`src/timer_cfg.svh`:
```
// What this block does
// - sixteen-bit down counter reloaded from reload value
// - two-bit field selects count clock source
// - divide non-external source by two to the divider
// - debug suspends counting unless debug run set
// - sleep clock stop halts channel, keeps state
// - source three counts external clock rising edges
// - preset copies reload; run starts counting
// - underflow pulse sets flag, clocks peripheral in repeat mode only
// - underflow period is reload plus one ticks
// - repeat mode reloads and keeps counting
// - one-shot reloads, stops, clears run bit
// - flag set on underflow, write-one clears
// - interrupt only when flag and enable set
// - three channels; channel one clocks serial
// - preset bit reads one until preset done
`ifndef TIMER_CFG_SVH
`define TIMER_CFG_SVH
`define NUM_CH          3
`define SERIAL_CH       1
`define EVENT_CH_MASK   3'b000
`define NUM_SYNC        7
`define OFS_CLK         3'h0
`define OFS_MOD         3'h1
`define OFS_CTL         3'h2
`define OFS_TR          3'h3
`define OFS_TC          3'h4
`define OFS_INTF        3'h5
`define OFS_INTE        3'h6
`define REG_LAST        3'h6
`define BIT_DEBUG_RUN_ENABLE       8
`define DIV_LSB         4
`define BIT_RUN         8
`define BIT_PRESET      1
`define BIT_ENABLE      0
`define BIT_ONE_SHOT    0
`define BIT_FLAG        0
`define BIT_IRQ_EN      0
`define SRC_INTERNAL    2'h0
`define SRC_LOW_SPEED   2'h1
`define SRC_HIGH_SPEED  2'h2
`define SRC_EXTERNAL    2'h3
`define RESET_COUNT     16'hffff
`define ZERO_COUNT      16'h0000
`define ONE_COUNT       16'h0001
`define ALL_ONES_15     15'h7fff
`define ZERO_15         15'h0000
`define ONE_15          15'h0001
`endif

```
`src/timer_pkg.sv`:
```
package timer_pkg;
    typedef struct packed {
        logic       debug_run_enable;
        logic [3:0] count_clock_divider;
        logic [1:0] count_clock_source;
        logic       one_shot_select;
        logic       channel_enable;
        logic       underflow_irq_enable;
        logic [15:0] reload_value;
    } chan_cfg_t;
    typedef struct packed {
        logic        run_control;
        logic        preset_busy;
        logic        underflow_flag;
        logic [15:0] counter_value;
    } chan_state_t;
endpackage
```
`src/presettable_down_timer.sv`:
```
`timescale 1ns/100ps
`include "timer_cfg.svh"
module presettable_down_timer
    import timer_pkg::*;
(
    // clock, reset, freeze
    input  wire logic                 ref_clk_in,
    input  wire logic                 reset_n_in,
    input  wire logic                 clk_en_in,
    // apb slave
    input  wire logic                 psel_in,
    input  wire logic                 penable_in,
    input  wire logic                 pwrite_in,
    input  wire logic [7:0]           paddr_in,
    input  wire logic [31:0]          pwdata_in,
    output logic      [31:0]          prdata_out,
    output logic                      pready_out,
    output logic                      pslverr_out,
    // count clock sources, asynchronous
    input  wire logic                 internal_rc_oscillator_in,
    input  wire logic                 low_speed_oscillator_in,
    input  wire logic                 high_speed_oscillator_in,
    input  wire logic                 external_clock_input_in,
    input  wire logic [`NUM_CH-1:0]   event_count_input_in,
    // system state, same clock
    input  wire logic                 debug_mode_in,
    input  wire logic                 sleep_clock_stop_in,
    // events
    output logic      [`NUM_CH-1:0]   underflow_pulse_out,
    output logic      [`NUM_CH-1:0]   irq_out,
    output logic                      serial_master_clock_out
);

    chan_cfg_t   cfg        [`NUM_CH];
    chan_state_t st         [`NUM_CH];
    logic [14:0] prescale   [`NUM_CH];
    logic [`NUM_CH-1:0] uf_q;
    logic        serial_q;
    logic [31:0] rdata_q;

    // three-stage synchronisers for all asynchronous source pins
    logic [`NUM_SYNC-1:0] sync1;
    logic [`NUM_SYNC-1:0] sync2;
    logic [`NUM_SYNC-1:0] sync3;
    logic [`NUM_SYNC-1:0] stable;
    wire  [`NUM_SYNC-1:0] raw_pins = {event_count_input_in, external_clock_input_in,
                                      high_speed_oscillator_in, low_speed_oscillator_in,
                                      internal_rc_oscillator_in};
    wire  [`NUM_SYNC-1:0] agree    = ~(sync2 ^ sync3);
    wire  [`NUM_SYNC-1:0] next_stable = (agree & sync2) | (~agree & stable);
    wire  [`NUM_SYNC-1:0] rise     = next_stable & ~stable;

    always_ff @(posedge ref_clk_in or negedge reset_n_in) begin
        if (!reset_n_in) begin
            sync1  <= '0;
            sync2  <= '0;
            sync3  <= '0;
            stable <= '0;
        end else if (clk_en_in) begin
            sync1  <= raw_pins;
            sync2  <= sync1;
            sync3  <= sync2;
            stable <= next_stable;
        end
    end

    function automatic logic [14:0] div_mask(input logic [3:0] d);
        div_mask = 15'(~(`ALL_ONES_15 << d));
    endfunction

    // apb decode
    wire       access   = psel_in & penable_in;
    wire       setup    = psel_in & ~penable_in;
    wire [1:0] sel_ch   = paddr_in[6:5];
    wire [2:0] sel_reg  = paddr_in[4:2];
    wire       mapped   = (32'(sel_ch) < `NUM_CH) && (sel_reg <= `REG_LAST) &&
                          (paddr_in[1:0] == 2'b00) && !paddr_in[7];
    wire       wr       = access & pwrite_in & mapped;

    assign pready_out  = 1'b1;
    assign pslverr_out = access & ~mapped;
    assign prdata_out  = rdata_q;

    // read mux, sampled in setup so the data comes from a flip-flop
    logic [31:0] rd_mux;
    always_comb begin
        rd_mux = '0;
        for (int c = 0; c < `NUM_CH; c++) begin
            if (mapped && sel_ch == 2'(c)) begin
                case (sel_reg)
                    `OFS_CLK: begin
                        rd_mux[`BIT_DEBUG_RUN_ENABLE]            = cfg[c].debug_run_enable;
                        rd_mux[`DIV_LSB+3:`DIV_LSB]   = cfg[c].count_clock_divider;
                        rd_mux[1:0]                   = cfg[c].count_clock_source;
                    end
                    `OFS_MOD:  rd_mux[`BIT_ONE_SHOT] = cfg[c].one_shot_select;
                    `OFS_CTL: begin
                        rd_mux[`BIT_RUN]    = st[c].run_control;
                        rd_mux[`BIT_PRESET] = st[c].preset_busy;
                        rd_mux[`BIT_ENABLE] = cfg[c].channel_enable;
                    end
                    `OFS_TR:   rd_mux[15:0] = cfg[c].reload_value;
                    `OFS_TC:   rd_mux[15:0] = st[c].counter_value;
                    `OFS_INTF: rd_mux[`BIT_FLAG] = st[c].underflow_flag;
                    `OFS_INTE: rd_mux[`BIT_IRQ_EN] = cfg[c].underflow_irq_enable;
                    default:   rd_mux = '0;
                endcase
            end
        end
    end

    always_ff @(posedge ref_clk_in or negedge reset_n_in) begin
        if (!reset_n_in) begin
            rdata_q <= '0;
        end else if (clk_en_in && setup) begin
            rdata_q <= rd_mux;
        end
    end

    // per-channel count tick and underflow
    logic [`NUM_CH-1:0] src_edge;
    logic [`NUM_CH-1:0] tick;
    logic [`NUM_CH-1:0] held;
    logic [`NUM_CH-1:0] uf_now;
    // no channel has an event pin, so source three takes the external clock
    wire  [`NUM_CH-1:0] event_ch = `EVENT_CH_MASK;

    wire wr_clk  = wr && sel_reg == `OFS_CLK;
    wire wr_mod  = wr && sel_reg == `OFS_MOD;
    wire wr_ctl  = wr && sel_reg == `OFS_CTL;
    wire wr_tr   = wr && sel_reg == `OFS_TR;
    wire wr_intf = wr && sel_reg == `OFS_INTF;
    wire wr_inte = wr && sel_reg == `OFS_INTE;

    for (genvar c = 0; c < `NUM_CH; c++) begin : g_ch
        wire [14:0] mask     = div_mask(cfg[c].count_clock_divider);
        wire        hit      = (sel_ch == 2'(c));
        wire        ext_src  = (cfg[c].count_clock_source == `SRC_EXTERNAL);
        wire        at_zero  = (st[c].counter_value == `ZERO_COUNT);
        wire        wrap     = ((prescale[c] & mask) == mask);
        wire        load_now = st[c].preset_busy && cfg[c].channel_enable;
        wire        ctl_hit  = hit && wr_ctl;
        wire        clr_flag = hit && wr_intf && pwdata_in[`BIT_FLAG];

        always_comb begin
            case (cfg[c].count_clock_source)
                `SRC_INTERNAL:   src_edge[c] = rise[0];
                `SRC_LOW_SPEED:  src_edge[c] = rise[1];
                `SRC_HIGH_SPEED: src_edge[c] = rise[2];
                `SRC_EXTERNAL:   src_edge[c] = event_ch[c] ? rise[4+c] : rise[3];
                default:         src_edge[c] = 1'b0;
            endcase
        end

        // gating freezes prescaler and counter alike
        assign held[c]   = !cfg[c].channel_enable || sleep_clock_stop_in ||
                           (debug_mode_in && !cfg[c].debug_run_enable);
        // the external source is never divided
        assign tick[c]   = src_edge[c] && !held[c] && (ext_src || wrap);
        assign uf_now[c] = tick[c] && st[c].run_control && at_zero;

        // prescaler advances on every ungated source edge
        always_ff @(posedge ref_clk_in or negedge reset_n_in) begin
            if (!reset_n_in) begin
                prescale[c] <= `ZERO_15;
            end else if (clk_en_in && src_edge[c] && !held[c]) begin
                prescale[c] <= prescale[c] + `ONE_15;
            end
        end

        // software settings
        always_ff @(posedge ref_clk_in or negedge reset_n_in) begin
            if (!reset_n_in) begin
                cfg[c]              <= '0;
                cfg[c].reload_value <= `RESET_COUNT;
            end else if (clk_en_in) begin
                if (hit && wr_clk) begin
                    cfg[c].debug_run_enable    <= pwdata_in[`BIT_DEBUG_RUN_ENABLE];
                    cfg[c].count_clock_divider <= pwdata_in[`DIV_LSB+3:`DIV_LSB];
                    cfg[c].count_clock_source  <= pwdata_in[1:0];
                end
                if (hit && wr_mod) begin
                    cfg[c].one_shot_select <= pwdata_in[`BIT_ONE_SHOT];
                end
                if (ctl_hit) begin
                    cfg[c].channel_enable <= pwdata_in[`BIT_ENABLE];
                end
                if (hit && wr_tr) begin
                    cfg[c].reload_value <= pwdata_in[15:0];
                end
                if (hit && wr_inte) begin
                    cfg[c].underflow_irq_enable <= pwdata_in[`BIT_IRQ_EN];
                end
            end
        end

        // counter and status
        always_ff @(posedge ref_clk_in or negedge reset_n_in) begin
            if (!reset_n_in) begin
                st[c]               <= '0;
                st[c].counter_value <= `RESET_COUNT;
                uf_q[c]             <= 1'b0;
            end else if (clk_en_in) begin
                // preset wins over the underflow reload and the decrement
                if (load_now) begin
                    st[c].counter_value <= cfg[c].reload_value;
                end else if (uf_now[c]) begin
                    st[c].counter_value <= cfg[c].reload_value;
                end else if (tick[c] && st[c].run_control) begin
                    st[c].counter_value <= st[c].counter_value - `ONE_COUNT;
                end
                // a preset stays pending until the channel clock is enabled
                if (ctl_hit && pwdata_in[`BIT_PRESET]) begin
                    st[c].preset_busy <= 1'b1;
                end else if (load_now) begin
                    st[c].preset_busy <= 1'b0;
                end
                // a software write to run overrides the one-shot self-clear
                if (ctl_hit) begin
                    st[c].run_control <= pwdata_in[`BIT_RUN];
                end else if (uf_now[c] && cfg[c].one_shot_select) begin
                    st[c].run_control <= 1'b0;
                end
                // set wins over the write-one clear
                st[c].underflow_flag <= uf_now[c] | (st[c].underflow_flag & ~clr_flag);
                uf_q[c]              <= uf_now[c];
            end
        end
    end

    // the peripheral clock only runs in repeat mode
    always_ff @(posedge ref_clk_in or negedge reset_n_in) begin
        if (!reset_n_in) begin
            serial_q <= 1'b0;
        end else if (clk_en_in) begin
            serial_q <= uf_now[`SERIAL_CH] && !cfg[`SERIAL_CH].one_shot_select;
        end
    end

    assign underflow_pulse_out     = uf_q;
    assign serial_master_clock_out = serial_q;

    always_comb begin
        for (int c = 0; c < `NUM_CH; c++) begin
            irq_out[c] = st[c].underflow_flag && cfg[c].underflow_irq_enable;
        end
    end

endmodule // presettable_down_timer

```
`config.mk`:
```
export PLATFORM = sky130hd
export DESIGN_NAME = presettable_down_timer
export DESIGN_NICKNAME = d
export VERILOG_FILES = /design/src/timer_pkg.sv /design/src/presettable_down_timer.sv
export VERILOG_INCLUDE_DIRS = /design/src
export SDC_FILE = /design/constraint.sdc
export NUM_CORES = 1
export LEC_CHECK = 0
export BUFFER_PORTS_ARGS = -buffer_cell sky130_fd_sc_hd__buf_2
export CORE_ASPECT_RATIO = 1.2
export CORE_UTILIZATION = 60
export CTS_BUF_LIST = sky130_fd_sc_hd__clkbuf_4 sky130_fd_sc_hd__clkbuf_8
export CTS_CLUSTER_DIAMETER = 30
export DETAILED_ROUTE_END_ITERATION = 10
export PLACE_DENSITY = 0.87
export REMOVE_ABC_BUFFERS = 1
export SLEW_MARGIN = 20
export SYNTH_ARGS = -nofsm -noshare
export SYNTH_HDL_FRONTEND = slang
export SYNTH_SLANG_ARGS = --single-unit
```
`constraint.sdc`:
```
create_clock -name ref_clk_in -period 6.9 [get_ports ref_clk_in]
set_input_delay 0.345 -clock ref_clk_in [delete_from_list [all_inputs] [get_ports ref_clk_in]]
set_output_delay 0.345 -clock ref_clk_in [all_outputs]
set_load 0.02 [all_outputs]
```
Word level (Yosys, flattened, before mapping)
Cells that the tools add are included.
Word-level totals
  input port bits: 55
  output and inout bits: 41
  flip-flop bits (word level): 244
Operators by class
  $add $sub $neg: 6
  order comparisons: 2
  reduce and logical (&&, ||, !) cells: 134
  equality and inequality tests: 20
  shift operators: 3
  muxes and demuxes: 46
  bitwise operators: 30
Operators by type and width (number)
  16-bit 2-to-1 mux: 12
  1-bit logical AND: 68
  16-bit logical NOT: 3
  2-bit AND reduction: 24
  16-bit by 1-bit subtractor with 16-bit output (second input constant): 3
  15-bit by 1-bit adder with 15-bit output (second input constant): 3
  15-bit AND: 3
  15-bit equality test: 3
  15-bit NOT: 3
  15-bit by 4-bit left shift with 15-bit output (first input constant): 3
  7-bit one-hot mux with 3 select lines: 2
  32-bit 2-to-1 mux: 1
  4-bit one-hot mux with 4 select lines: 2
  1-bit one-hot mux with 7 select lines: 3
  1-bit one-hot mux with 4 select lines: 5
  1-bit one-hot mux with 5 select lines: 4
  7-bit AND: 2
  2-bit equality test (second input constant): 7
  7-bit NOT: 2
  7-bit one-hot mux with 2 select lines: 1
  1-bit 2-to-1 mux: 12
  2-bit one-hot mux with 3 select lines: 2
  4-bit one-hot mux with 3 select lines: 1
  2-bit nonzero test: 6
  other kinds (23): 66

Longest topological paths before layout
Gate-level depths: netlist of run 1.
  depth after elaboration: 14
  depth in mapped cells: 11

Worst setup path before layout of run 1
OpenSTA, ideal clock, no wires.
  path kind: flip-flop to flip-flop
  start: register st[0] (netlist bit)
  end: register st[18] (netlist bit)
  path buffers: 0
  arrival: 2618 ps
  setup slack: 4158 ps
  setup time: 125 ps
  cell stages (with the launch flop): 10
  clock period less this slack: 2742 ps
  path through: dfstp_2 inv_1 ha_1 or3b_1 nor4_2 and3_1 nand2_1 or4_1 o21ai_1 mux2_2
On the way
  word-level cells in the longest chain between the ends: 5
RTL lines
  start, declared: RTL line presettable_down_timer.sv:35  | chan_state_t st [`NUM_CH];
  16-bit logical NOT (no line)
  1-bit logical AND: RTL line presettable_down_timer.sv:160  | assign uf_now[c] = tick[c] && st[c].run_control && at_zero;
  1-bit logical AND: RTL line presettable_down_timer.sv:221  | end else if (uf_now[c] && cfg[c].one_shot_select) begin
  2-bit nonzero test (no line)
  2-bit AND reduction (no line)
No other way between the ends.
A chain may end at the register's enable or synchronous reset.

Final worst setup path of run 1
  start: register cfg[74] (netlist bit)
  end: register st[47] (netlist bit)
On the way
  word-level cells in the longest chain between the ends: 10
  elaborated cells on any way between the ends: 12
  those cells by class: 1 x eq/ne; 1 x shift; 2 x mux; 2 x bitwise; 6 x reduce/logical
RTL lines
  start, declared: RTL line presettable_down_timer.sv:34  | chan_cfg_t cfg [`NUM_CH];
  15-bit by 4-bit left shift with 15-bit output (no line) (*)
  15-bit NOT (*): RTL line presettable_down_timer.sv:68  | div_mask = 15'(~(`ALL_ONES_15 << d));
  15-bit AND: RTL line presettable_down_timer.sv:140  | wire wrap = ((prescale[c] & mask) == mask);
  15-bit equality test (*): RTL line presettable_down_timer.sv:140
  1-bit logical OR (*): RTL line presettable_down_timer.sv:159  | assign tick[c] = src_edge[c] && !held[c] && (ext_src || wrap);
  1-bit logical AND (*): RTL line presettable_down_timer.sv:159
  1-bit logical AND (*): RTL line presettable_down_timer.sv:160, presettable_down_timer.sv:209
  1-bit logical AND: RTL line presettable_down_timer.sv:160
  3-bit nonzero test (no line) or 16-bit 2-to-1 mux (tied branches)
  2-bit AND reduction (no line) or 16-bit 2-to-1 mux (tied branches)
Mark *: on every way between the ends. The rest lies on a longest branch, timed or not.

==> results of run 1 <==
## synthesized netlist by cell type (4+ instances only)
| cell type | n | share of area |
|---|---|---|
| a21oi_1 | 66 | 0.028 |
| o211ai_1 | 10 | 0.0063 |
| o31ai_1 | 5 | 0.0031 |
| mux2i_1 | 41 | 0.034 |
| xor2_1 | 13 | 0.0095 |
| and2_1 | 10 | 0.0052 |
| nand2_1 | 106 | 0.033 |
| nand3_1 | 26 | 0.011 |
| dfstp_2 | 96 | 0.21 |
| ha_1 | 6 | 0.0063 |
| nor2_1 | 106 | 0.033 |
| nor3b_1 | 7 | 0.0044 |
| o221ai_1 | 5 | 0.0037 |
| a22oi_1 | 47 | 0.029 |
| buf_4 | 17 | 0.011 |
| or4_1 | 5 | 0.0031 |
| dfrtp_1 | 120 | 0.25 |
| nand4_1 | 9 | 0.0047 |
| nand3b_1 | 10 | 0.0063 |
| a31oi_1 | 5 | 0.0026 |
| xnor2_1 | 29 | 0.021 |
| buf_2 | 4 | 0.0017 |
| or3_1 | 13 | 0.0068 |
| mux2_2 | 93 | 0.087 |
| and3_1 | 13 | 0.0068 |
| nand2b_1 | 14 | 0.0073 |
| inv_1 | 55 | 0.017 |
| o21a_1 | 5 | 0.0031 |
| o22a_1 | 6 | 0.0044 |
| a21oi_2 | 4 | 0.0029 |
| a2bb2oi_1 | 14 | 0.010 |
| o21ai_0 | 66 | 0.028 |
| o22ai_1 | 34 | 0.018 |
| nand4b_1 | 5 | 0.0037 |
| o2111ai_1 | 6 | 0.0044 |
| a21boi_0 | 6 | 0.0038 |
| a22o_1 | 4 | 0.0029 |
| o21bai_1 | 4 | 0.0025 |
| clkbuf_1 | 46 | 0.014 |
| or2_2 | 6 | 0.0031 |
| buf_1 | 7 | 0.0022 |
| nor3_1 | 15 | 0.0063 |
| nor2b_1 | 8 | 0.0042 |
## layout make-up
| class | instances | area, µm² | share of cell area |
|---|---|---|---|
| clock buffer | 59 | 737 | 0.0550 |
| clock inverter | 17 | 259 | 0.0193 |
| inverter | 55 | 206 | 0.0154 |
| multi-input combinational | 889 | 5950 | 0.444 |
| sequential | 216 | 5530 | 0.413 |
| tap | 261 | 327 | 0.0244 |
| timing repair buffer | 70 | 389 | 0.0291 |
## state kept, by name, indices dropped and copies added (netlist names)
register	flops
stable	4
st	57
cfg	78
underflow_pulse_out	3
prdata_out	16
serial_master_clock_out	1
sync2	4
prescale	45
sync1	4
sync3	4
## cells by family (layout without fill, tap and decap cells)
family / Yosys count / in the layout / synth area share
multiplexers: 135 / 135 / 0.123
other: 2 / 17 / 0.000626
adder cells (fa/ha/maj): 6 / 6 / 0.00626
flip-flops: 216 / 216 / 0.461
AO/OA/AOI/OAI: 316 / 316 / 0.174
XOR/XNOR: 42 / 42 / 0.0307
AND/OR/NAND/NOR: 373 / 373 / 0.155
buffers and inverters: 132 / 201 / 0.0493
## path summary, 6_finish.rpt
kind / cells past startpoint / to
worst max-delay path: 7 / st[47]$_DFFE_PN1P_
worst min-delay path: 2 / sync1[1]$_DFFE_PN0P_
worst max register to register: 7 / st[47]$_DFFE_PN1P_
worst min register to register: 1 / prescale[29]$_DFFE_PN0P_
max in group asynchronous: 3 / sync2[0]$_DFFE_PN0P_
min in group asynchronous: 2 / prdata_out[14]$_DFFE_PN0P_
## metal layers
layer  global-route usage  wire [µm]  vias to the layer above
li1                     -          -                     4509
met1                0.398      12300                     4875
met2                0.484      14400                      532
met3               0.0629       2420                      143
met4                0.225       2240                        2
met5                    0         13                        -
## worst reg2reg max path: cells and delay by family, from the launching register on
kind	cells	cell delay (ps)
and+or+nand+nor	1	170
DFF	1	500
AOI/OAI and AO/OA	5	2230
muxes	1	310
## per-stage QoR
step                cells  instance area [µm²]  total power, W
floorplan            1160                11700         0.00144
global placement     1490                12400         0.00153
detailed placement   1490                12400         0.00154
CTS                  1567                13400         0.00304
global route         1567                13400         0.00312
finish               1567                13400         0.00303
## report_power, final
part | switching (W) | internal [W] | total, W
registers | 0.0000371 | 0.00131 | 0.00135
logic | 0.000121 | 0.0000570 | 0.000178
clock network | 0.000579 | 0.000924 | 0.00150
total | 0.000737 | 0.00229 | 0.00303
==> reports/qor.yml, run 1 <==
status:
  status: "finished clean"
synthesis:
  synthArstFlopShare: 1.00
  synth_enable_flop_cells: 0
  ys.warnings.count: 0
  ys_ff_latch: 216
  yosysUniqueCellTypes: 82
  synth_seq_area_share: 0.461
  syn_area_per_cell_um2: 9.81
  yosys_most_used_dff: "dfrtp_1"
  synthCells: 1222
  syn-cell-area_um2: 12000
drt:
  drtAntennaViolNets: 0
  vias: 10100
  drt_iter0_markers: 1085
  drcViolationCount: 0
  vias_per_cell: 6.42
  wl_per_cell_um: 20.0
  first_pass_iters: 6
  wl_um: 31400
layout:
  fin_nets: 1334
  final_common_cell: "dfrtp_1"
  final_cell_mix: "dfrtp_1 (120), nand2_1 (106), nor2_1 (104)"
  antenna_cells: 0
  area_delta_synth_final_pct: 11.7
  final_util: 0.685
  drive_gt1_frac: 0.274
  n_fill_cell: 1449
global_routing:
  grt_use_total: 0.316
  grt_max_degree: 83
  grt_pass1_wl_um: 49800
  grt_antenna_before_repair: 2
  first_global_vias: 9590
  grt-ovfl-total: 0
setup_path:
  critPathLaunchType: "flop"
  crit_buf_inv: 0
  cp-end-kind: "flop"
  cp_top_family: "compound AO/OA/AOI/OAI gates"
  crit_type: "flop to flop"
  crit_slowest_cell: "o21a_1"
  crit_arrival_ps: 3760
  critPathMaxStageDelay_ps: 960
  worstReg2RegStart: "cfg[74]$_DFFE_PN0P_"
  cp.required_ps: 7350
  cp_max_fo: 22
  r2r_slack_ps: 3590
  crit_start: "cfg[74]$_DFFE_PN0P_"
  cp_cell_sequence: "nor2_1 > o221ai_1 > a22oi_1 > a32oi_1 > o21a_1 > mux2i_1 > o22ai_1"
power:
  max-vdd-ir-drop_mv: 0.180
  leakage_nw: 5.87
  power-per-cell-area_nw_per_um2: 226
clock_network:
  clock_path_buffers: 3
  cts-resized-gates: 0
  clock_latency_ps: 570
  clk_pin_slew_ps: 60
  cts.sink_count: 216
  hold_buffers: 1
  postCtsSetupBuffers: 0
  cts_buffers: 41
  cts_tree: "built"
  cts_htree_levels: 2
  clock_tree.root_cell: "clkbuf_8"
sta:
  fmax_mhz: 302
  fin_tns_setup_ps: 0
  rsz0062_at_grt: "no"
  maxSlewViolCount: 0
  min_period_ps: 3310
  hold_violations: 0
  skew_ps: 28.6
  setup_viol: 0
  holdWs_ps: 8.35
  setup_ws_ps: 3590
  post-route-period-util: 0.479
  worst_pin_slew_ps: 1080
  slew_headroom: 0.278
floorplan:
  fp.dieH_um: 157
  initial_utilization: 0.613
  die_w_um: 131
  dieArea_um2: 20600
  io_pins: 96
  rows: 56
  core_um2: 19500
placed_design:
  place_congestion: 0.916
  pre_cts_ws_ps: 3500
  io_buffers: 59
  dp_hpwl_um: 21200
min_path:
  hold_start: "low_speed_oscillator_in"
  hold_class: "input port to flop"
run:
  drv_cap: 0
Note: power is estimated with default switching activity, not from simulation.
==> run 2, diff against run 1 <==
Settings changed: ABC_AREA set to 1.
Clock period 6.9 ns to 3.35 ns, I/O delays scaled along.
==> run 2 against run 1 <==
  * Cell area rose by 8.3%
  * Routed wire length grew 14%
  * Register-to-register slack got worse by 2800 ps
  * Flip-flop and latch count did not move
==> reports/qor.yml, run 2 <==
power:
  max-vdd-ir-drop_mv: 0.345  # +91%
  leakage_nw: 6.64  # +13%
  power-per-cell-area_nw_per_um2: 493  # +120%
layout:
  n_fill_cell: 1623  # +12%
  fin_cells: 2102  # +34%
  multiInputGateArea_um2: 6000  # +0.80%
  fin_area_um2: 14500  # +8.3%
  fin_nets: 1852  # +39%
  final_util: 0.694  # +0.00893
  drive_gt1_frac: 0.169  # -0.105
  final_cell_mix: "nand2_1 (493), inv_1 (220), nand3_1 (139)"
  final_common_cell: "nand2_1"
  seq_area_um2: 5530  # unchanged
  top_regs: "cfg (78), st (57), prescale (45)"
  largest-register: "cfg"
  area_delta_synth_final_pct: 13.4
  largest_register_ff_count: 78  # unchanged
setup_path:
  crit_type: "flop to flop"
  crit_top_cell: "nand2_1"
  crit_arrival_ps: 3010  # -750 ps
  cp.required_ps: 3850  # -3500 ps
  crit_slowest_cell: "dfstp_2"
  cp_cell_sequence: "inv_1 > ha_1 > nand2_1 > nor2_1 > and3_1 > nand3_2 > nand2_4 > nand2_1 > nand3_1 > nand2_1"
  critPathLaunchType: "flop"
  cp_max_fo: 17  # -23%
  cp-end-kind: "flop"
  critPathMaxStageDelay_ps: 390  # -570 ps
floorplan:
  dieArea_um2: 21900  # +6.6%
  io_pins: 96  # unchanged
  fp.dieH_um: 162  # +3.2%
  initial_utilization: 0.612  # -0.00134
  rows: 58  # +3.6%
  core_um2: 20900  # +6.9%
  die_w_um: 135  # +3.2%
global_routing:
  first_global_vias: 11600  # +21%
  grt_antenna_before_repair: 0  # -2
  grt_use_total: 0.341  # +0.0253
  grt-ovfl-total: 0  # unchanged
  grt_max_degree: 83  # unchanged
  grt_pass1_wl_um: 58500  # +18%
synthesis:
  yosys_most_used_dff: "dfrtp_1"
  syn_area_per_cell_um2: 7.48  # -24%
  synth_seq_area_share: 0.432  # -0.0289
  yosysMostFrequentCell: "nand2_1"
  synth_enable_flop_cells: 0  # unchanged
  ys.warnings.count: 0  # unchanged
  synth_top_area_share: 0.235  # -0.0157
  synthTopCellsByCount: "nand2_1 (493), inv_1 (220), nand3_1 (139)"
  yosysUniqueCellTypes: 48  # -41%
  ys_ff_latch: 216  # unchanged
  yosys.area.top_type: "dfrtp_1"
  synthCells: 1709  # +40%
  netlist_top_cells_area: "dfrtp_1 (23%), dfstp_2 (20%), nand2_1 (14%), inv_1 (6.5%), nand3_1 (5.4%)"
  synthArstFlopShare: 1.00  # unchanged
  syn-cell-area_um2: 12800  # +6.7%
placed_design:
  dp_hpwl_um: 24200  # +14%
  place_congestion: 0.993  # +8.4%
  place_area_um2: 13100  # +6.2%
  io_buffers: 59  # unchanged
  placedCellCount: 1990  # +34%
status:
  status: "finished clean"
drt:
  drt_iter0_markers: 1182  # +8.9%
  vias: 12100  # +21%
  first_pass_iters: 6  # unchanged
  drcViolationCount: 0  # unchanged
  wl_um: 35800  # +14%
  wl_per_cell_um: 17.0  # -15%
  drtAntennaViolNets: 0  # unchanged
  vias_per_cell: 5.77  # -10%
clock_network:
  cts.sink_count: 216  # unchanged
  clk_pin_slew_ps: 70  # about the same
  cts_tree: "built"
  clock_latency_ps: 580  # about the same
  clock_path_buffers: 3  # unchanged
  clock_tree.root_cell: "clkbuf_8"
  cts_buffers: 46  # +12%
  cts_htree_levels: 2  # unchanged
sta:
  holdWs_ps: 96.8  # +88.4 ps
  post-route-period-util: 0.751  # +0.272
  setup_viol: 0  # unchanged
  maxSlewViolCount: 0  # unchanged
  rsz0062_at_grt: "no"
  worst_pin_slew_ps: 898  # -186 ps
  slew_headroom: 0.401  # +0.123
  fmax_mhz: 397  # +31%
  hold_violations: 0  # unchanged
  min_period_ps: 2520  # -790 ps
  skew_ps: 32.5  # +3.91 ps
  fin_tns_setup_ps: 0  # unchanged
run:
  drv_cap: 0  # unchanged
min_path:
  hold_class: "input port to flop"
[run 2: changes by cell type after synthesis, sizes merged, moves of 43 or more]
| cell | change |
|---|---|
| nand3 | +122 |
| inv | +172 |
| nand2 | +402 |
| xor2 | +48 |
| mux2 | -93 |
| a21oi | -43 |
| o21ai | +72 |
| a22oi | -47 |
[run 2: worst paths after layout]
kind / startpoint / endpoint / cells past startpoint / slack [ps]
max in group asynchronous: reset_n_in / cfg[56]$_DFFE_PN1P_ / 3 / 2270
setup / recovery: st[19]$_DFFE_PN1P_ / st[31]$_DFFE_PN1P_ / 10 / 830
hold reg to reg: st[1]$_DFFE_PN1P_ / st[1]$_DFFE_PN1P_ / 2 / 470
hold / removal: psel_in / prdata_out[1]$_DFFE_PN0P_ / 5 / 100
setup reg to reg: st[19]$_DFFE_PN1P_ / st[31]$_DFFE_PN1P_ / 10 / 830
min in group asynchronous: reset_n_in / sync2[3]$_DFFE_PN0P_ / 2 / 220
[run 2: cell families after synthesis]
kind of cell             after synthesis  synth area share
AND/OR/NAND/NOR                      868             0.299
buffers and inverters                303             0.104
AO/OA/AOI/OAI                        242             0.109
flip-flops                           216             0.432
XOR/XNOR                              72            0.0493
adder cells (fa/ha/maj)                6           0.00587
other                                  2          0.000587
[run 2: critical path, delay by kind of cell (launching register included)]
family                   cells  cell delay, ps
AND/OR/NAND/NOR              8            1700
flip-flops                   1             390
adder cells (fa/ha/maj)      1             220
buffers and inverters        1             120
[run 2: power by group]
part           internal [W]  total, W  switching, W
Clock               0.00210   0.00340       0.00130
Sequential          0.00281   0.00297      0.000162
Combinational      0.000267  0.000775      0.000508
[run 2: repair_timing]
action | in CTS | in global routing
buffers inserted | 0 | 0
resized for setup | 0 | 0
hold buffers | 23 | 0
hold endpoints to repair | 113 | 0
endpoints found under the setup margin | 0 | 0
[run 2: final cells by class]
type | instances | area share
inverter | 228 | 0.0595
tap | 270 | 0.0233
clock buffer | 64 | 0.0573
multi-input combinational | 1205 | 0.413
antenna | 3 | 0.000518
sequential | 216 | 0.381
timing repair buffer | 94 | 0.0448
clock inverter | 22 | 0.0203
[run 2: metal layers]
layer	track usage	vias up	part of all wire
met5	0	-	0
met2	0.552	681	0.47
met1	0.430	5628	0.38
li1	-	5653	-
met4	0.194	0	0.059
met3	0.0615	163	0.091
[run 2: stage by stage]
| step | worst slack (ps) | power (W) |
|---|---|---|
| 6_report | 834 | 0.00714 |
| 5_1_grt | 645 | 0.00741 |
| 4_1_cts | 891 | 0.00713 |
| 3_5_place_dp | 910 | 0.00373 |
| 3_3_place_gp | 947 | 0.00370 |
| 2_1_floorplan | 1380 | 0.00345 |
